## src/dser_consts.svh

```systemverilog
`ifndef DSER_CONSTS_SVH
`define DSER_CONSTS_SVH

// register numbers of the status words
`define DSER_REG_LINK_WRITE_STATE 16'h0022
`define DSER_REG_SECONDARY_FAULT 16'h0029
`define DSER_REG_WARNING 16'h002a
`define DSER_REG_INPUT_PINS 16'h002b
`define DSER_REG_DRIVE_PRIMARY 16'h002c
`define DSER_REG_OUTPUT_PINS 16'h002d
`define DSER_REG_DRIVE_SECONDARY 16'h002e
`define DSER_REG_LINK_ERRORS 16'h003d

// link write state fields
`define DSER_LWS_WRITING 0
`define DSER_LWS_RANGE 3
`define DSER_LWS_VERIFY 4

// drive primary status fields
`define DSER_DSP_COMM_TIMEOUT 15

// function codes
`define DSER_FN_READ 8'h03
`define DSER_FN_LOOPBACK 8'h08
`define DSER_FN_WRITE 8'h10
`define DSER_FN_EXC_FLAG 8'h80

// exception codes
`define DSER_EC_NONE 8'h00
`define DSER_EC_FUNCTION 8'h01
`define DSER_EC_REGISTER 8'h02
`define DSER_EC_COUNT 8'h03
`define DSER_EC_DATA 8'h21
`define DSER_EC_WRITE_MODE 8'h22

// register count window
`define DSER_COUNT_MIN 16'h0001
`define DSER_COUNT_MAX 16'h0010

// commit and init registers, init values
`define DSER_REG_COMMIT_DEF 16'h0900
`define DSER_REG_INIT_PARAM_DEF 16'h0101
`define DSER_INIT_VAL_A 16'h0008
`define DSER_INIT_VAL_B 16'h0009

// crc-16 of the exception reply
`define DSER_CRC_INIT 16'hffff
`define DSER_CRC_POLY 16'ha001

// link silence limit
`define DSER_CLK_HZ 100000000
`define DSER_TIMEOUT_S 2
`define DSER_TIMEOUT_CYCLES (`DSER_CLK_HZ * `DSER_TIMEOUT_S)

`endif

```

## src/dser_pkg.sv

```systemverilog
package dser_pkg;

    typedef enum logic [1:0] {
        DSER_ST_IDLE = 2'b00,
        DSER_ST_CHECK = 2'b01,
        DSER_ST_REPLY = 2'b11
    } dser_state_t;

    typedef logic [7:0] dser_code_t;

endpackage : dser_pkg

```

## src/dser_chk_if.sv

```systemverilog
`timescale 1ns/1ps
interface dser_chk_if;
    logic [7:0] func;
    logic [15:0] reg_addr;
    logic [15:0] reg_count;
    logic [7:0] byte_count;
    logic [15:0] first_data;
    logic data_out_of_range;
    logic data_clash;
    logic running;
    logic main_undervoltage;
    logic init_memory_fault;
    logic write_in_progress;
    logic ext_defined;
    logic ext_read_only;
    logic ext_locked_in_run;
    dser_pkg::dser_code_t code;

    modport host (output func, reg_addr, reg_count, byte_count, first_data, data_out_of_range, data_clash,
        running, main_undervoltage, init_memory_fault, write_in_progress, ext_defined, ext_read_only,
        ext_locked_in_run, input code);
    modport chk (input func, reg_addr, reg_count, byte_count, first_data, data_out_of_range, data_clash,
        running, main_undervoltage, init_memory_fault, write_in_progress, ext_defined, ext_read_only,
        ext_locked_in_run, output code);
endinterface : dser_chk_if

```

## src/dser_responder.sv

```systemverilog
`timescale 1ns/1ps
`include "dser_consts.svh"
// Summary of operation
// - link word: bit0 write storing, bit3 range error, bit4 verify fault.
// - secondary fault word: six fault flags bits 0-5, rest zero.
// - warning word: halt bits 0 and 14, warnings bits 1-8, 12, 13.
// - input word mirrors seven input pins in bits 0-6.
// - primary status: run, zero speed, frequency agree, nonfatal alarm in bits 0-3.
// - primary status: frequency detect 4-5, ready 6, undervoltage 7, blocked 8.
// - primary status: bit9 reference not from link, bit10 run not from link.
// - primary status: overtorque 11, fault retry 13, fault 14, bit 12 zero.
// - primary status bit 15 set after two seconds without valid traffic.
// - output word: relay bit0, photo outputs bits 1 and 2.
// - secondary status: reference loss in bit 0 only.
// - error word: checksum 0, length 1, parity 3, overrun 4, framing 5, timeout 6.
// - exception reply: address, function with msb set, code, crc-16.
// - code 01 for function codes other than 03, 08, 10.
// - code 02 for undefined register or read of commit register.
// - code 03 for count outside 1-16 or byte count mismatch.
// - code 21 for out-of-range write data or setting error.
// - code 22 for locked parameter write or commit while running.
// - code 22 for writes or commit during main undervoltage.
// - code 22 for writes during init memory fault except parameter initialisation 8 or 9.
// - code 22 for write during write processing; master waits before sending.
// - code 22 for a write to a read-only register.
module dser_responder #(
    parameter int TIMEOUT_CYCLES = `DSER_TIMEOUT_CYCLES,
    parameter logic [15:0] COMMIT_REG = `DSER_REG_COMMIT_DEF,
    parameter logic [15:0] INIT_PARAM_REG = `DSER_REG_INIT_PARAM_DEF
) (
    input wire logic i_clk,
    input wire logic i_nrst,
    input wire logic [7:0] i_slave_addr,
    input wire logic i_req_valid,
    output logic o_req_ready,
    input wire logic [7:0] i_req_func,
    input wire logic [15:0] i_req_reg,
    input wire logic [15:0] i_req_count,
    input wire logic [7:0] i_req_bytes,
    input wire logic [15:0] i_req_first_data,
    input wire logic i_data_out_of_range,
    input wire logic i_operation_setting_error,
    input wire logic i_ext_defined,
    input wire logic i_ext_read_only,
    input wire logic i_ext_locked_in_run,
    input wire logic i_init_memory_fault,
    output logic o_rsp_valid,
    output logic o_rsp_exception,
    output logic [7:0] o_rsp_addr,
    output logic [7:0] o_rsp_func,
    output logic [7:0] o_rsp_code,
    output logic [15:0] o_rsp_crc,
    output logic o_write_go,
    input wire logic i_write_storing,
    input wire logic i_frame_ok,
    input wire logic i_rd_en,
    input wire logic [15:0] i_rd_reg,
    output logic o_rd_valid,
    output logic o_rd_hit,
    output logic [15:0] o_rd_data,
    input wire logic i_output_short_fault,
    input wire logic i_ground_leak_fault,
    input wire logic i_input_phase_fault,
    input wire logic i_output_phase_fault,
    input wire logic i_brake_resistor_fault,
    input wire logic i_brake_switch_fault,
    input wire logic i_emergency_halt,
    input wire logic i_sequence_warning,
    input wire logic i_external_warning,
    input wire logic i_output_blocked,
    input wire logic i_overtorque_warning,
    input wire logic i_overheat_warning,
    input wire logic i_overvoltage_warning,
    input wire logic i_main_undervoltage,
    input wire logic i_cooling_fan_warning,
    input wire logic i_heatsink_warning,
    input wire logic i_feedback_loss,
    input wire logic [6:0] i_input_pins,
    input wire logic i_running,
    input wire logic i_zero_speed,
    input wire logic i_freq_agree,
    input wire logic i_nonfatal_alarm,
    input wire logic i_freq_detect_one,
    input wire logic i_freq_detect_two,
    input wire logic i_ready,
    input wire logic i_ref_not_link,
    input wire logic i_run_not_link,
    input wire logic i_overtorque_detect,
    input wire logic i_fault_retry,
    input wire logic i_fault,
    input wire logic i_relay_contact_out,
    input wire logic i_photo_out_one,
    input wire logic i_photo_out_two,
    input wire logic i_ref_loss,
    input wire logic i_err_checksum,
    input wire logic i_err_length,
    input wire logic i_err_parity,
    input wire logic i_err_overrun,
    input wire logic i_err_framing
);
    localparam int TMR_W = $clog2(TIMEOUT_CYCLES + 1);

    generate
        if (TIMEOUT_CYCLES < 1) begin : g_bad_timeout
            $error("TIMEOUT_CYCLES must be at least one");
        end
    endgenerate

    logic rst_meta_q;
    logic rst_sync_q;
    logic nrst;
    dser_pkg::dser_state_t state_q;
    logic [7:0] func_q;
    logic [15:0] reg_q;
    logic [15:0] count_q;
    logic [7:0] bytes_q;
    logic [15:0] first_q;
    logic range_q;
    logic clash_q;
    logic ext_def_q;
    logic ext_ro_q;
    logic ext_lock_q;
    logic [7:0] code_q;
    logic [TMR_W-1:0] silence_q;
    logic timeout_q;
    logic [15:0] lws_q;
    logic [15:0] sec_fault_q;
    logic [15:0] warn_q;
    logic [15:0] in_pins_q;
    logic [15:0] drv_pri_q;
    logic [15:0] out_pins_q;
    logic [15:0] drv_sec_q;
    logic [15:0] link_err_q;

    dser_chk_if chk_bus ();

    // reset release through two flops
    always_ff @(posedge i_clk or negedge i_nrst) begin
        if (!i_nrst) begin
            rst_meta_q <= 1'b0;
            rst_sync_q <= 1'b0;
        end else begin
            rst_meta_q <= 1'b1;
            rst_sync_q <= rst_meta_q;
        end
    end
    assign nrst = rst_sync_q;

    function automatic logic [15:0] crc16_step(input logic [15:0] crc, input logic [7:0] data);
        logic [15:0] c;
        c = crc ^ {8'h00, data};
        for (int b = 0; b < 8; b++) begin
            c = c[0] ? ((c >> 1) ^ `DSER_CRC_POLY) : (c >> 1);
        end
        return c;
    endfunction : crc16_step

    assign o_req_ready = (state_q == dser_pkg::DSER_ST_IDLE);

    // request capture
    always_ff @(posedge i_clk or negedge nrst) begin
        if (!nrst) begin
            func_q <= 8'h00;
            reg_q <= 16'h0000;
            count_q <= 16'h0000;
            bytes_q <= 8'h00;
            first_q <= 16'h0000;
            range_q <= 1'b0;
            clash_q <= 1'b0;
            ext_def_q <= 1'b0;
            ext_ro_q <= 1'b0;
            ext_lock_q <= 1'b0;
        end else if (i_req_valid && o_req_ready) begin
            func_q <= i_req_func;
            reg_q <= i_req_reg;
            count_q <= i_req_count;
            bytes_q <= i_req_bytes;
            first_q <= i_req_first_data;
            range_q <= i_data_out_of_range;
            clash_q <= i_operation_setting_error;
            ext_def_q <= i_ext_defined;
            ext_ro_q <= i_ext_read_only;
            ext_lock_q <= i_ext_locked_in_run;
        end
    end

    assign chk_bus.func = func_q;
    assign chk_bus.reg_addr = reg_q;
    assign chk_bus.reg_count = count_q;
    assign chk_bus.byte_count = bytes_q;
    assign chk_bus.first_data = first_q;
    assign chk_bus.data_out_of_range = range_q;
    assign chk_bus.data_clash = clash_q;
    assign chk_bus.running = i_running;
    assign chk_bus.main_undervoltage = i_main_undervoltage;
    assign chk_bus.init_memory_fault = i_init_memory_fault;
    assign chk_bus.write_in_progress = i_write_storing;
    assign chk_bus.ext_defined = ext_def_q;
    assign chk_bus.ext_read_only = ext_ro_q;
    assign chk_bus.ext_locked_in_run = ext_lock_q;

    dser_req_check #(
        .COMMIT_REG(COMMIT_REG),
        .INIT_PARAM_REG(INIT_PARAM_REG)
    ) u_check (
        .chk(chk_bus)
    );

    // idle -> check -> reply
    always_ff @(posedge i_clk or negedge nrst) begin
        if (!nrst) begin
            state_q <= dser_pkg::DSER_ST_IDLE;
        end else begin
            case (state_q)
                dser_pkg::DSER_ST_IDLE: begin
                    if (i_req_valid) begin
                        state_q <= dser_pkg::DSER_ST_CHECK;
                    end
                end
                dser_pkg::DSER_ST_CHECK: begin
                    state_q <= dser_pkg::DSER_ST_REPLY;
                end
                default: begin
                    state_q <= dser_pkg::DSER_ST_IDLE;
                end
            endcase
        end
    end

    always_ff @(posedge i_clk or negedge nrst) begin
        if (!nrst) begin
            code_q <= `DSER_EC_NONE;
        end else if (state_q == dser_pkg::DSER_ST_CHECK) begin
            code_q <= chk_bus.code;
        end
    end

    // reply fields; exception carries flagged function and crc
    always_ff @(posedge i_clk or negedge nrst) begin
        if (!nrst) begin
            o_rsp_valid <= 1'b0;
            o_rsp_exception <= 1'b0;
            o_rsp_addr <= 8'h00;
            o_rsp_func <= 8'h00;
            o_rsp_code <= 8'h00;
            o_rsp_crc <= 16'h0000;
            o_write_go <= 1'b0;
        end else if (state_q == dser_pkg::DSER_ST_CHECK) begin
            o_rsp_valid <= 1'b1;
            o_rsp_exception <= (chk_bus.code != `DSER_EC_NONE);
            o_rsp_addr <= i_slave_addr;
            o_write_go <= (chk_bus.code == `DSER_EC_NONE) && (func_q == `DSER_FN_WRITE);
            if (chk_bus.code != `DSER_EC_NONE) begin
                o_rsp_func <= func_q | `DSER_FN_EXC_FLAG;
                o_rsp_code <= chk_bus.code;
                o_rsp_crc <= crc16_step(crc16_step(crc16_step(`DSER_CRC_INIT, i_slave_addr),
                    func_q | `DSER_FN_EXC_FLAG), chk_bus.code);
            end else begin
                o_rsp_func <= func_q;
                o_rsp_code <= `DSER_EC_NONE;
                o_rsp_crc <= 16'h0000;
            end
        end else begin
            o_rsp_valid <= 1'b0;
            o_write_go <= 1'b0;
        end
    end

    // silence timer, restarted by each good frame
    always_ff @(posedge i_clk or negedge nrst) begin
        if (!nrst) begin
            silence_q <= '0;
            timeout_q <= 1'b0;
        end else if (i_frame_ok) begin
            silence_q <= '0;
            timeout_q <= 1'b0;
        end else if (silence_q >= TMR_W'(TIMEOUT_CYCLES - 1)) begin
            timeout_q <= 1'b1;
        end else begin
            silence_q <= silence_q + TMR_W'(1);
        end
    end

    // status snapshots; unused bits tied zero, no write path
    always_ff @(posedge i_clk or negedge nrst) begin
        if (!nrst) begin
            lws_q <= 16'h0000;
            sec_fault_q <= 16'h0000;
            warn_q <= 16'h0000;
            in_pins_q <= 16'h0000;
            out_pins_q <= 16'h0000;
            drv_sec_q <= 16'h0000;
            link_err_q <= 16'h0000;
        end else begin
            lws_q <= 16'h0000;
            lws_q[`DSER_LWS_WRITING] <= i_write_storing;
            lws_q[`DSER_LWS_RANGE] <= i_data_out_of_range;
            lws_q[`DSER_LWS_VERIFY] <= i_operation_setting_error;
            sec_fault_q <= {10'h000, i_brake_switch_fault, i_brake_resistor_fault, i_output_phase_fault,
                i_input_phase_fault, i_ground_leak_fault, i_output_short_fault};
            warn_q <= {1'b0, i_emergency_halt, i_feedback_loss, i_heatsink_warning, 3'h0, i_cooling_fan_warning,
                i_main_undervoltage, i_overvoltage_warning, i_overheat_warning, i_overtorque_warning,
                i_output_blocked, i_external_warning, i_sequence_warning, i_emergency_halt};
            in_pins_q <= {9'h000, i_input_pins};
            out_pins_q <= {13'h0000, i_photo_out_two, i_photo_out_one, i_relay_contact_out};
            drv_sec_q <= {15'h0000, i_ref_loss};
            link_err_q <= {9'h000, timeout_q, i_err_framing, i_err_overrun, i_err_parity, 1'b0, i_err_length,
                i_err_checksum};
        end
    end

    always_ff @(posedge i_clk or negedge nrst) begin
        if (!nrst) begin
            drv_pri_q <= 16'h0000;
        end else begin
            drv_pri_q[3:0] <= {i_nonfatal_alarm, i_freq_agree, i_zero_speed, i_running};
            drv_pri_q[8:4] <= {i_output_blocked, i_main_undervoltage, i_ready, i_freq_detect_two,
                i_freq_detect_one};
            drv_pri_q[10:9] <= {i_run_not_link, i_ref_not_link};
            drv_pri_q[14:11] <= {i_fault, i_fault_retry, 1'b0, i_overtorque_detect};
            drv_pri_q[`DSER_DSP_COMM_TIMEOUT] <= timeout_q;
        end
    end

    // read port, unmapped numbers read zero without hit
    always_ff @(posedge i_clk or negedge nrst) begin
        if (!nrst) begin
            o_rd_valid <= 1'b0;
            o_rd_hit <= 1'b0;
            o_rd_data <= 16'h0000;
        end else begin
            o_rd_valid <= i_rd_en;
            o_rd_hit <= 1'b0;
            o_rd_data <= 16'h0000;
            if (i_rd_en) begin
                o_rd_hit <= 1'b1;
                if (i_rd_reg == `DSER_REG_LINK_WRITE_STATE) begin
                    o_rd_data <= lws_q;
                end else if (i_rd_reg == `DSER_REG_SECONDARY_FAULT) begin
                    o_rd_data <= sec_fault_q;
                end else if (i_rd_reg == `DSER_REG_WARNING) begin
                    o_rd_data <= warn_q;
                end else if (i_rd_reg == `DSER_REG_INPUT_PINS) begin
                    o_rd_data <= in_pins_q;
                end else if (i_rd_reg == `DSER_REG_DRIVE_PRIMARY) begin
                    o_rd_data <= drv_pri_q;
                end else if (i_rd_reg == `DSER_REG_OUTPUT_PINS) begin
                    o_rd_data <= out_pins_q;
                end else if (i_rd_reg == `DSER_REG_DRIVE_SECONDARY) begin
                    o_rd_data <= drv_sec_q;
                end else if (i_rd_reg == `DSER_REG_LINK_ERRORS) begin
                    o_rd_data <= link_err_q;
                end else begin
                    o_rd_hit <= 1'b0;
                end
            end
        end
    end
endmodule : dser_responder

```

## src/dser_req_check.sv

```systemverilog
`timescale 1ns/1ps
`include "dser_consts.svh"
module dser_req_check #(
    parameter logic [15:0] COMMIT_REG = `DSER_REG_COMMIT_DEF,
    parameter logic [15:0] INIT_PARAM_REG = `DSER_REG_INIT_PARAM_DEF
) (
    dser_chk_if.chk chk
);
    logic is_read;
    logic is_write;
    logic own_reg;
    logic is_commit;
    logic is_init;
    logic count_bad;

    always_comb begin
        own_reg = (chk.reg_addr == `DSER_REG_LINK_WRITE_STATE) || (chk.reg_addr == `DSER_REG_SECONDARY_FAULT) ||
            (chk.reg_addr == `DSER_REG_WARNING) || (chk.reg_addr == `DSER_REG_INPUT_PINS) ||
            (chk.reg_addr == `DSER_REG_DRIVE_PRIMARY) || (chk.reg_addr == `DSER_REG_OUTPUT_PINS) ||
            (chk.reg_addr == `DSER_REG_DRIVE_SECONDARY) || (chk.reg_addr == `DSER_REG_LINK_ERRORS);
    end

    assign is_read = (chk.func == `DSER_FN_READ);
    assign is_write = (chk.func == `DSER_FN_WRITE);
    assign is_commit = (chk.reg_addr == COMMIT_REG);
    assign is_init = (chk.reg_addr == INIT_PARAM_REG) &&
        ((chk.first_data == `DSER_INIT_VAL_A) || (chk.first_data == `DSER_INIT_VAL_B));
    assign count_bad = (chk.reg_count < `DSER_COUNT_MIN) || (chk.reg_count > `DSER_COUNT_MAX) ||
        (is_write && ({chk.reg_count[14:0], 1'b0} != {8'h00, chk.byte_count}));

    // first matching cause wins, in order 01, 02, 03, 22, then 21
    always_comb begin
        chk.code = `DSER_EC_NONE;
        if (!is_read && !is_write && (chk.func != `DSER_FN_LOOPBACK)) begin
            chk.code = `DSER_EC_FUNCTION;
        end else if (chk.func == `DSER_FN_LOOPBACK) begin
            chk.code = `DSER_EC_NONE;
        end else if (!(own_reg || is_commit || chk.ext_defined) || (is_read && is_commit)) begin
            chk.code = `DSER_EC_REGISTER;
        end else if (count_bad) begin
            chk.code = `DSER_EC_COUNT;
        end else if (is_write && chk.write_in_progress) begin
            chk.code = `DSER_EC_WRITE_MODE;
        end else if (is_write && (own_reg || chk.ext_read_only)) begin
            chk.code = `DSER_EC_WRITE_MODE;
        end else if (is_write && chk.main_undervoltage) begin
            chk.code = `DSER_EC_WRITE_MODE;
        end else if (is_write && chk.init_memory_fault && !is_init) begin
            chk.code = `DSER_EC_WRITE_MODE;
        end else if (is_write && chk.running && (is_commit || chk.ext_locked_in_run)) begin
            chk.code = `DSER_EC_WRITE_MODE;
        end else if (is_write && (chk.data_out_of_range || chk.data_clash)) begin
            chk.code = `DSER_EC_DATA;
        end
    end
endmodule : dser_req_check

```

## config.mk

```make
export PLATFORM = sky130hd
export DESIGN_NAME = dser_responder
export DESIGN_NICKNAME = d
export VERILOG_FILES = /design/src/dser_pkg.sv /design/src/dser_chk_if.sv /design/src/dser_responder.sv /design/src/dser_req_check.sv
export VERILOG_INCLUDE_DIRS = /design/src /design/src/src
export SDC_FILE = /design/constraint.sdc
export NUM_CORES = 1
export LEC_CHECK = 0
export BUFFER_PORTS_ARGS = -buffer_cell sky130_fd_sc_hd__buf_4
export CAP_MARGIN = 5
export CORE_UTILIZATION = 50
export DETAILED_ROUTE_END_ITERATION = 8
export PLACE_DENSITY = 0.81
export SKIP_CTS_REPAIR_TIMING = 1
export SYNTH_ARGS = -nofsm -noshare
export SYNTH_HDL_FRONTEND = slang
export SYNTH_HIERARCHICAL = 1
export SYNTH_SLANG_ARGS = --single-unit
export TNS_END_PERCENT = 100
```

## constraint.sdc

```tcl
create_clock -name i_clk -period 7.35 [get_ports i_clk]
set_clock_uncertainty 0.1 [all_clocks]
set_input_delay 1.47 -clock i_clk [delete_from_list [all_inputs] [get_ports i_clk]]
set_output_delay 1.47 -clock i_clk [all_outputs]
set_load 0.02 [all_outputs]
```

# Word level (Yosys, flattened, before mapping)

Cells that the tools add are included.

Bits in registers: 216
Output and inout port bits: 62
Input bits: 145

Multiplexer cells: 63
Order comparisons: 3
Reduce and logical (&&, ||, !) cells: 39
Bitwise gates (word level): 27
Add/subtract/negate cells: 1
Eq/ne operators: 28

Operator list:

| kind                                                           | count |
|---|---|
| 2-to-1 mux 16 bit                                              | 32 |
| == test 16 x 6 -> 1 bit, second input constant                 | 16 |
| 2-to-1 mux 8 bit                                               | 11 |
| NOT 2 -> 3 bit                                                 | 24 |
| 2-to-1 mux 28 bit                                              | 2 |
| == test 16 x 4 -> 1 bit, second input constant                 | 2 |
| bitwise XOR 16 x 8 -> 16 bit                                   | 2 |
| adder 28 x 1 -> 28 bit, second input constant                  | 1 |
| >= comparator 28 bit, second input constant                    | 1 |
| == test 16 x 12 -> 1 bit, second input constant                | 1 |
| == test 16 x 9 -> 1 bit, second input constant                 | 1 |
| greater-than comparator 16 x 5 -> 1 bit, second input constant | 1 |
| logical OR 1 bit                                               | 16 |
| less-than comparator 16 x 1 -> 1 bit, second input constant    | 1 |
| inequality test 16 x 8 -> 1 bit                                | 1 |
| NOT 8 -> 16 bit                                                | 1 |
| logical AND 1 bit                                              | 15 |
| 2-to-1 mux 7 bit                                               | 2 |
| 2-to-1 mux 1 bit                                               | 13 |
| == test 8 x 2 -> 1 bit, second input constant                  | 1 |
| == test 8 x 4 -> 1 bit, second input constant                  | 1 |
| == test 8 x 5 -> 1 bit, second input constant                  | 1 |
| logical NOT 8 bit                                              | 1 |
| inequality test 8 x 4 -> 1 bit, second input constant          | 1 |
| 9 further kinds                                                | 13 |

# Depth between registers and ports, before layout

Depth in word-level cells: 52
Gate-level depth with buffers: 12
Gate-level depth less buffers: 12

# Hierarchy

Netlist, hierarchy kept.

By module, submodules not included:

| module         | cells an instance | area each (um2) | times used |
|---|---|---|---|
| dser_responder | 721               | 8590.7          | 1 |
| dser_req_check | 72                | 505.5           | 1 |

# Worst setup path after synthesis

OpenSTA, ideal clock, no wires.

Kind: input-to-reg
From: input i_write_storing
To: register o_rsp_crc[0]
Cell stages on the path: 12
Data arrival time: 3.840 ns
Path buffers: 0
Library setup time: 0.121 ns
Slack: 3.289 ns
Path through: nor3_1 > nand3_1 > nor4_2 > o211ai_1 > nor4b_1 > o21ai_0 > xnor3_1 > xnor2_1 > xnor3_1 > xnor2_1 > xnor2_1 > a22o_1

Word-level cells in the longest chain between the ends: 17
Elaborated cells on any way between the ends: 24
Classes of those cells: mux: 14; bitwise: 8; reduce/logical: 2

Ends and longest elaborated chain:

| what                            | line                  | source |
|---|---|---|
| from (decl)                     | dser_responder.sv:54  | `input wire logic i_write_storing,` |
| logical AND 1 bit (*)           | dser_req_check.sv:42  | `end else if (is_write && chk.write_in_progress) begin` |
| 2-to-1 mux 8 bit (*)            | dser_req_check.sv:42  |  |
| 2-to-1 mux 8 bit (*)            | dser_req_check.sv:40  | `end else if (count_bad) begin` |
| 2-to-1 mux 8 bit (*)            | dser_req_check.sv:38  | `end else if (!(own_reg \|\| is_commit \|\| chk.ext_defined) \|\| (is_read && is_commit)) begin` |
| 2-to-1 mux 8 bit (*)            | dser_req_check.sv:36  | `` end else if (chk.func == `DSER_FN_LOOPBACK) begin `` |
| 2-to-1 mux 8 bit (*)            | dser_req_check.sv:34  | `` if (!is_read && !is_write && (chk.func != `DSER_FN_LOOPBACK)) begin `` |
| net chk_bus.code[1]             | dser_chk_if.sv:17     | `dser_pkg::dser_code_t code;` |
| bitwise XOR 16 x 8 -> 16 bit    | dser_responder.sv:151 | `c = crc ^ {8'h00, data};` |
| NOT 2 -> 3 bit (no source line) | n/a                   |  |
| 2-to-1 mux 16 bit (8 in a row)  | dser_responder.sv:153 | `` c = c[0] ? ((c >> 1) ^ `DSER_CRC_POLY) : (c >> 1); `` |
| 2-to-1 mux 16 bit (*)           | dser_responder.sv:253 | `` if (chk_bus.code != `DSER_EC_NONE) begin `` |
| to (signal assigned)            | dser_responder.sv:256 | `` o_rsp_crc <= crc16_step(crc16_step(crc16_step(`DSER_CRC_INIT, i_slave_addr), `` |
| to (decl)                       | dser_responder.sv:52  | `output logic [15:0] o_rsp_crc,` |

The timed path passes the listed nets; every way through them passes the cells marked *.
A chain may end at the register's enable or synchronous reset.

# Worst setup path after layout

Same ends and word-level chain as after synthesis.

==> impl.org <==
** STA
- Setup slack on the critical path of the routed design comes to 2.99 ns.
- Headroom to the max-slew limit came out at 0.287.
- Final period demand of the worst path :: roughly 4.4 ns
- Number of hold violations in the final report :: 0
- Adding up every negative setup slack in the final design gives 0 ns.
- Setup violations remaining at the end of the flow were counted as 0.
- Of the available clock period, the critical path in the final layout requires 0.593.
- Fmax :: 0.229 GHz
- Max-slew violation total from the final report :: 0
- At the pin with the least slew margin, the transition time is roughly 1.1 ns.
- RSZ-0062 raised after global routing :: false

** Clock tree
- Clock tree synthesis found a total of roughly 210 sinks.
- Latest clock arrival within the worst-skew pair :: ~0.49 ns
- TritonCTS built the clock tree.
- Buffers from clock root to sink, at most :: 3
- Buffers inserted during clock tree synthesis total 23.
- CTS clk-pin slew, worst paths :: roughly 0.060 ns
- Buffer cell driving the clock tree root :: sky130_fd_sc_hd__clkbuf_16
- In this run the number of H-tree levels came out at 1.

** Worst setup path
- FF-to-FF setup slack :: around 3.5 ns
- The worst setup path is of the primary input to register kind.
- In this run the worst path has a maximum fanout of 4.
- Data on the critical path is required at its endpoint by 7.63 ns.
- Tracing the worst setup path back leads to its startpoint at i_write_storing.
- The number of cells on the worst reg-to-reg path is 11.
- The worst setup path is captured at a register.
- Critical Path Source Type :: primary input
- Data arrives at the worst endpoint at 4.64 ns.
- Following the worst setup path forward leads to its endpoint at o_rsp_crc[0].
- Worst reg2reg path endpoint :: o_rsp_crc[0]
- In this run the critical register-to-register path is launched from chk_bus.reg_count[3].

** Routing
- Vias per cell :: ~5.5
- DRT iter0 DRCs :: 260
- Antenna-violating nets left :: 0
- Dividing the detail-routed wire length by the instance count gives 17.3 µm.
- Summing over every cut layer, the via total after detailed routing is between 6000 and 7000.
- DRT Pass-1 Iters :: 4
- Total wire length :: roughly 21000 µm
- DRC violations left :: 0

** Pwr
- Power spread over the standard cell area amounts to approximately 370 nW/µm².
- Static leakage power :: 5.20 nW
- Across the VDD grid, the largest voltage drop is between 0.3 and 0.4 mV.

** Synth
- After synthesis the cells add up to 9060 µm².
- Synthesized instance count :: 791
- The Yosys step of the flow raised 6 warnings.
- Per-instance average area after synthesis :: 11.5 µm²

** Placed design
- Total placed cells including tap cells :: about 1200
- Before CTS, the worst setup slack after placement is around 2.5 ns.
- Half-perimeter wire length after detailed placement :: approximately 15000 µm
- Placer Congestion :: 0.822
- # port buffers :: between 200 and 250

** Global route
- Global-route usage over all layers :: 0.232
- The via count of the first global-routing pass came to 6832.
- GRT overflow :: 0
- First-pass GRT wire length :: approximately 34000 µm
- Pin count of the biggest net entering global routing :: 80
- Initial antenna violation count :: 0

** Finish
- Number of filler instances in the final layout :: 1327
- Leading cell type in the layout, fill and taps excluded :: sky130_fd_sc_hd__dfrtp_1
- Area growth from synthesis to layout :: 27.6%
- Diodes inserted :: 0
- Finished Layout Cells :: 1232
- Area of all sequential standard cells :: about 5300 µm²
- Total area of multi-input combinational cells :: 3580 µm²
- In the final layout, the share of cells above drive strength 1 is 0.321.
- Post-layout net count :: between 1000 and 1500
- The library cells used most frequently in the layout, excluding fill and tap cells, are sky130_fd_sc_hd__dfrtp_1 (210), sky130_fd_sc_hd__buf_4 (209), sky130_fd_sc_hd__nand2_1 (115).

** Floorplanning
- During I/O placement, the number of pins put on the boundary was between 200 and 250.
- The floorplan has 48 rows.
- Die Span X :: around 140 µm
- Core outline area :: 17500 µm²
- Initial core utilization :: 0.518
- The die covers roughly 19000 µm².
- The die is ~140 µm tall.

** Hold path
- Type of the most critical hold path :: register to register

** Flow run
- Max Cap Violations :: 0

** Outcome
- The flow ran to the end, and the final reports show no timing, DRC or antenna violations.
-- how the worst min path moves through the flow --
stage          startpoint   end  slack [ns]  cells after the start
2_1_floorplan  rst_meta_q  nrst        0.23                      0
6_report       rst_meta_q  nrst        0.26                      0
5_1_grt        rst_meta_q  nrst        0.26                      0
4_1_cts        rst_meta_q  nrst        0.26                      0
3_5_place_dp   rst_meta_q  nrst        0.24                      0
3_3_place_gp   rst_meta_q  nrst        0.24                      0
-- metal layers --
layer,GRT usage,routed length [µm]
met1,0.300,9010
met2,0.379,10200
met3,0.0548,1390
met4,0.0870,693
met5,0,0
-- power by group --
part           leakage (nW)  internal [mW]  switching [mW]  total, mW
clock network         0.395          0.752           0.450       1.20
registers              2.61           1.49           0.246       1.74
logic                  2.20          0.655           0.650       1.31
total                  5.20           2.90            1.35       4.24
-- cell type report --
cell class                 count  share of cell area
inverter                      14             0.00454
multi-input combinational    533               0.310
sequential                   211               0.457
tap                          225              0.0243
timing repair buffer         209               0.136
clock buffer                  29              0.0552
clock inverter                11              0.0136
-- flip-flops by register name, indices dropped and copies added, names as in the netlist, 2 cells and up --
signal and flops:
o_rsp_code 8, chk_bus.first_data 15, out_pins_q 3, sec_fault_q 6, warn_q 9, o_rd_data 16
state_q 2, silence_q 28, drv_pri_q 15, in_pins_q 7, chk_bus.func 8, bytes_q 8
chk_bus.reg_count 16, lws_q 3, chk_bus.reg_addr 16, o_rsp_crc 16, link_err_q 5, o_rsp_addr 8
o_rsp_func 8
-- stage by stage --
stage | total power, mW | hold WS, ns | cell area [µm²] | utilization
CTS | 4.28 | 0.257 | 11600 | 0.662
global placement | 3.01 | 0.241 | 10800 | 0.616
floorplan | 2.62 | 0.231 | 9070 | -
global route | 4.49 | 0.260 | 11600 | 0.662
finish | 4.24 | 0.256 | 11600 | 0.662
detailed placement | 3.07 | 0.238 | 10800 | 0.616
-- critical path, stage by stage --
cell and delay (ns):
sky130_fd_sc_hd__buf_4 0.13, sky130_fd_sc_hd__nor3_1 0.33, sky130_fd_sc_hd__nand3_1 0.17, sky130_fd_sc_hd__nor4_2 0.20, sky130_fd_sc_hd__o211ai_1 0.17, sky130_fd_sc_hd__nor4b_1 0.26
sky130_fd_sc_hd__o21ai_0 0.33, sky130_fd_sc_hd__xnor3_1 0.50, sky130_fd_sc_hd__xnor2_1 0.19, sky130_fd_sc_hd__xnor3_1 0.26, sky130_fd_sc_hd__xnor2_1 0.31, sky130_fd_sc_hd__xnor2_1 0.11
sky130_fd_sc_hd__a22o_1 0.20
Note: power is estimated with default switching activity, not from simulation.
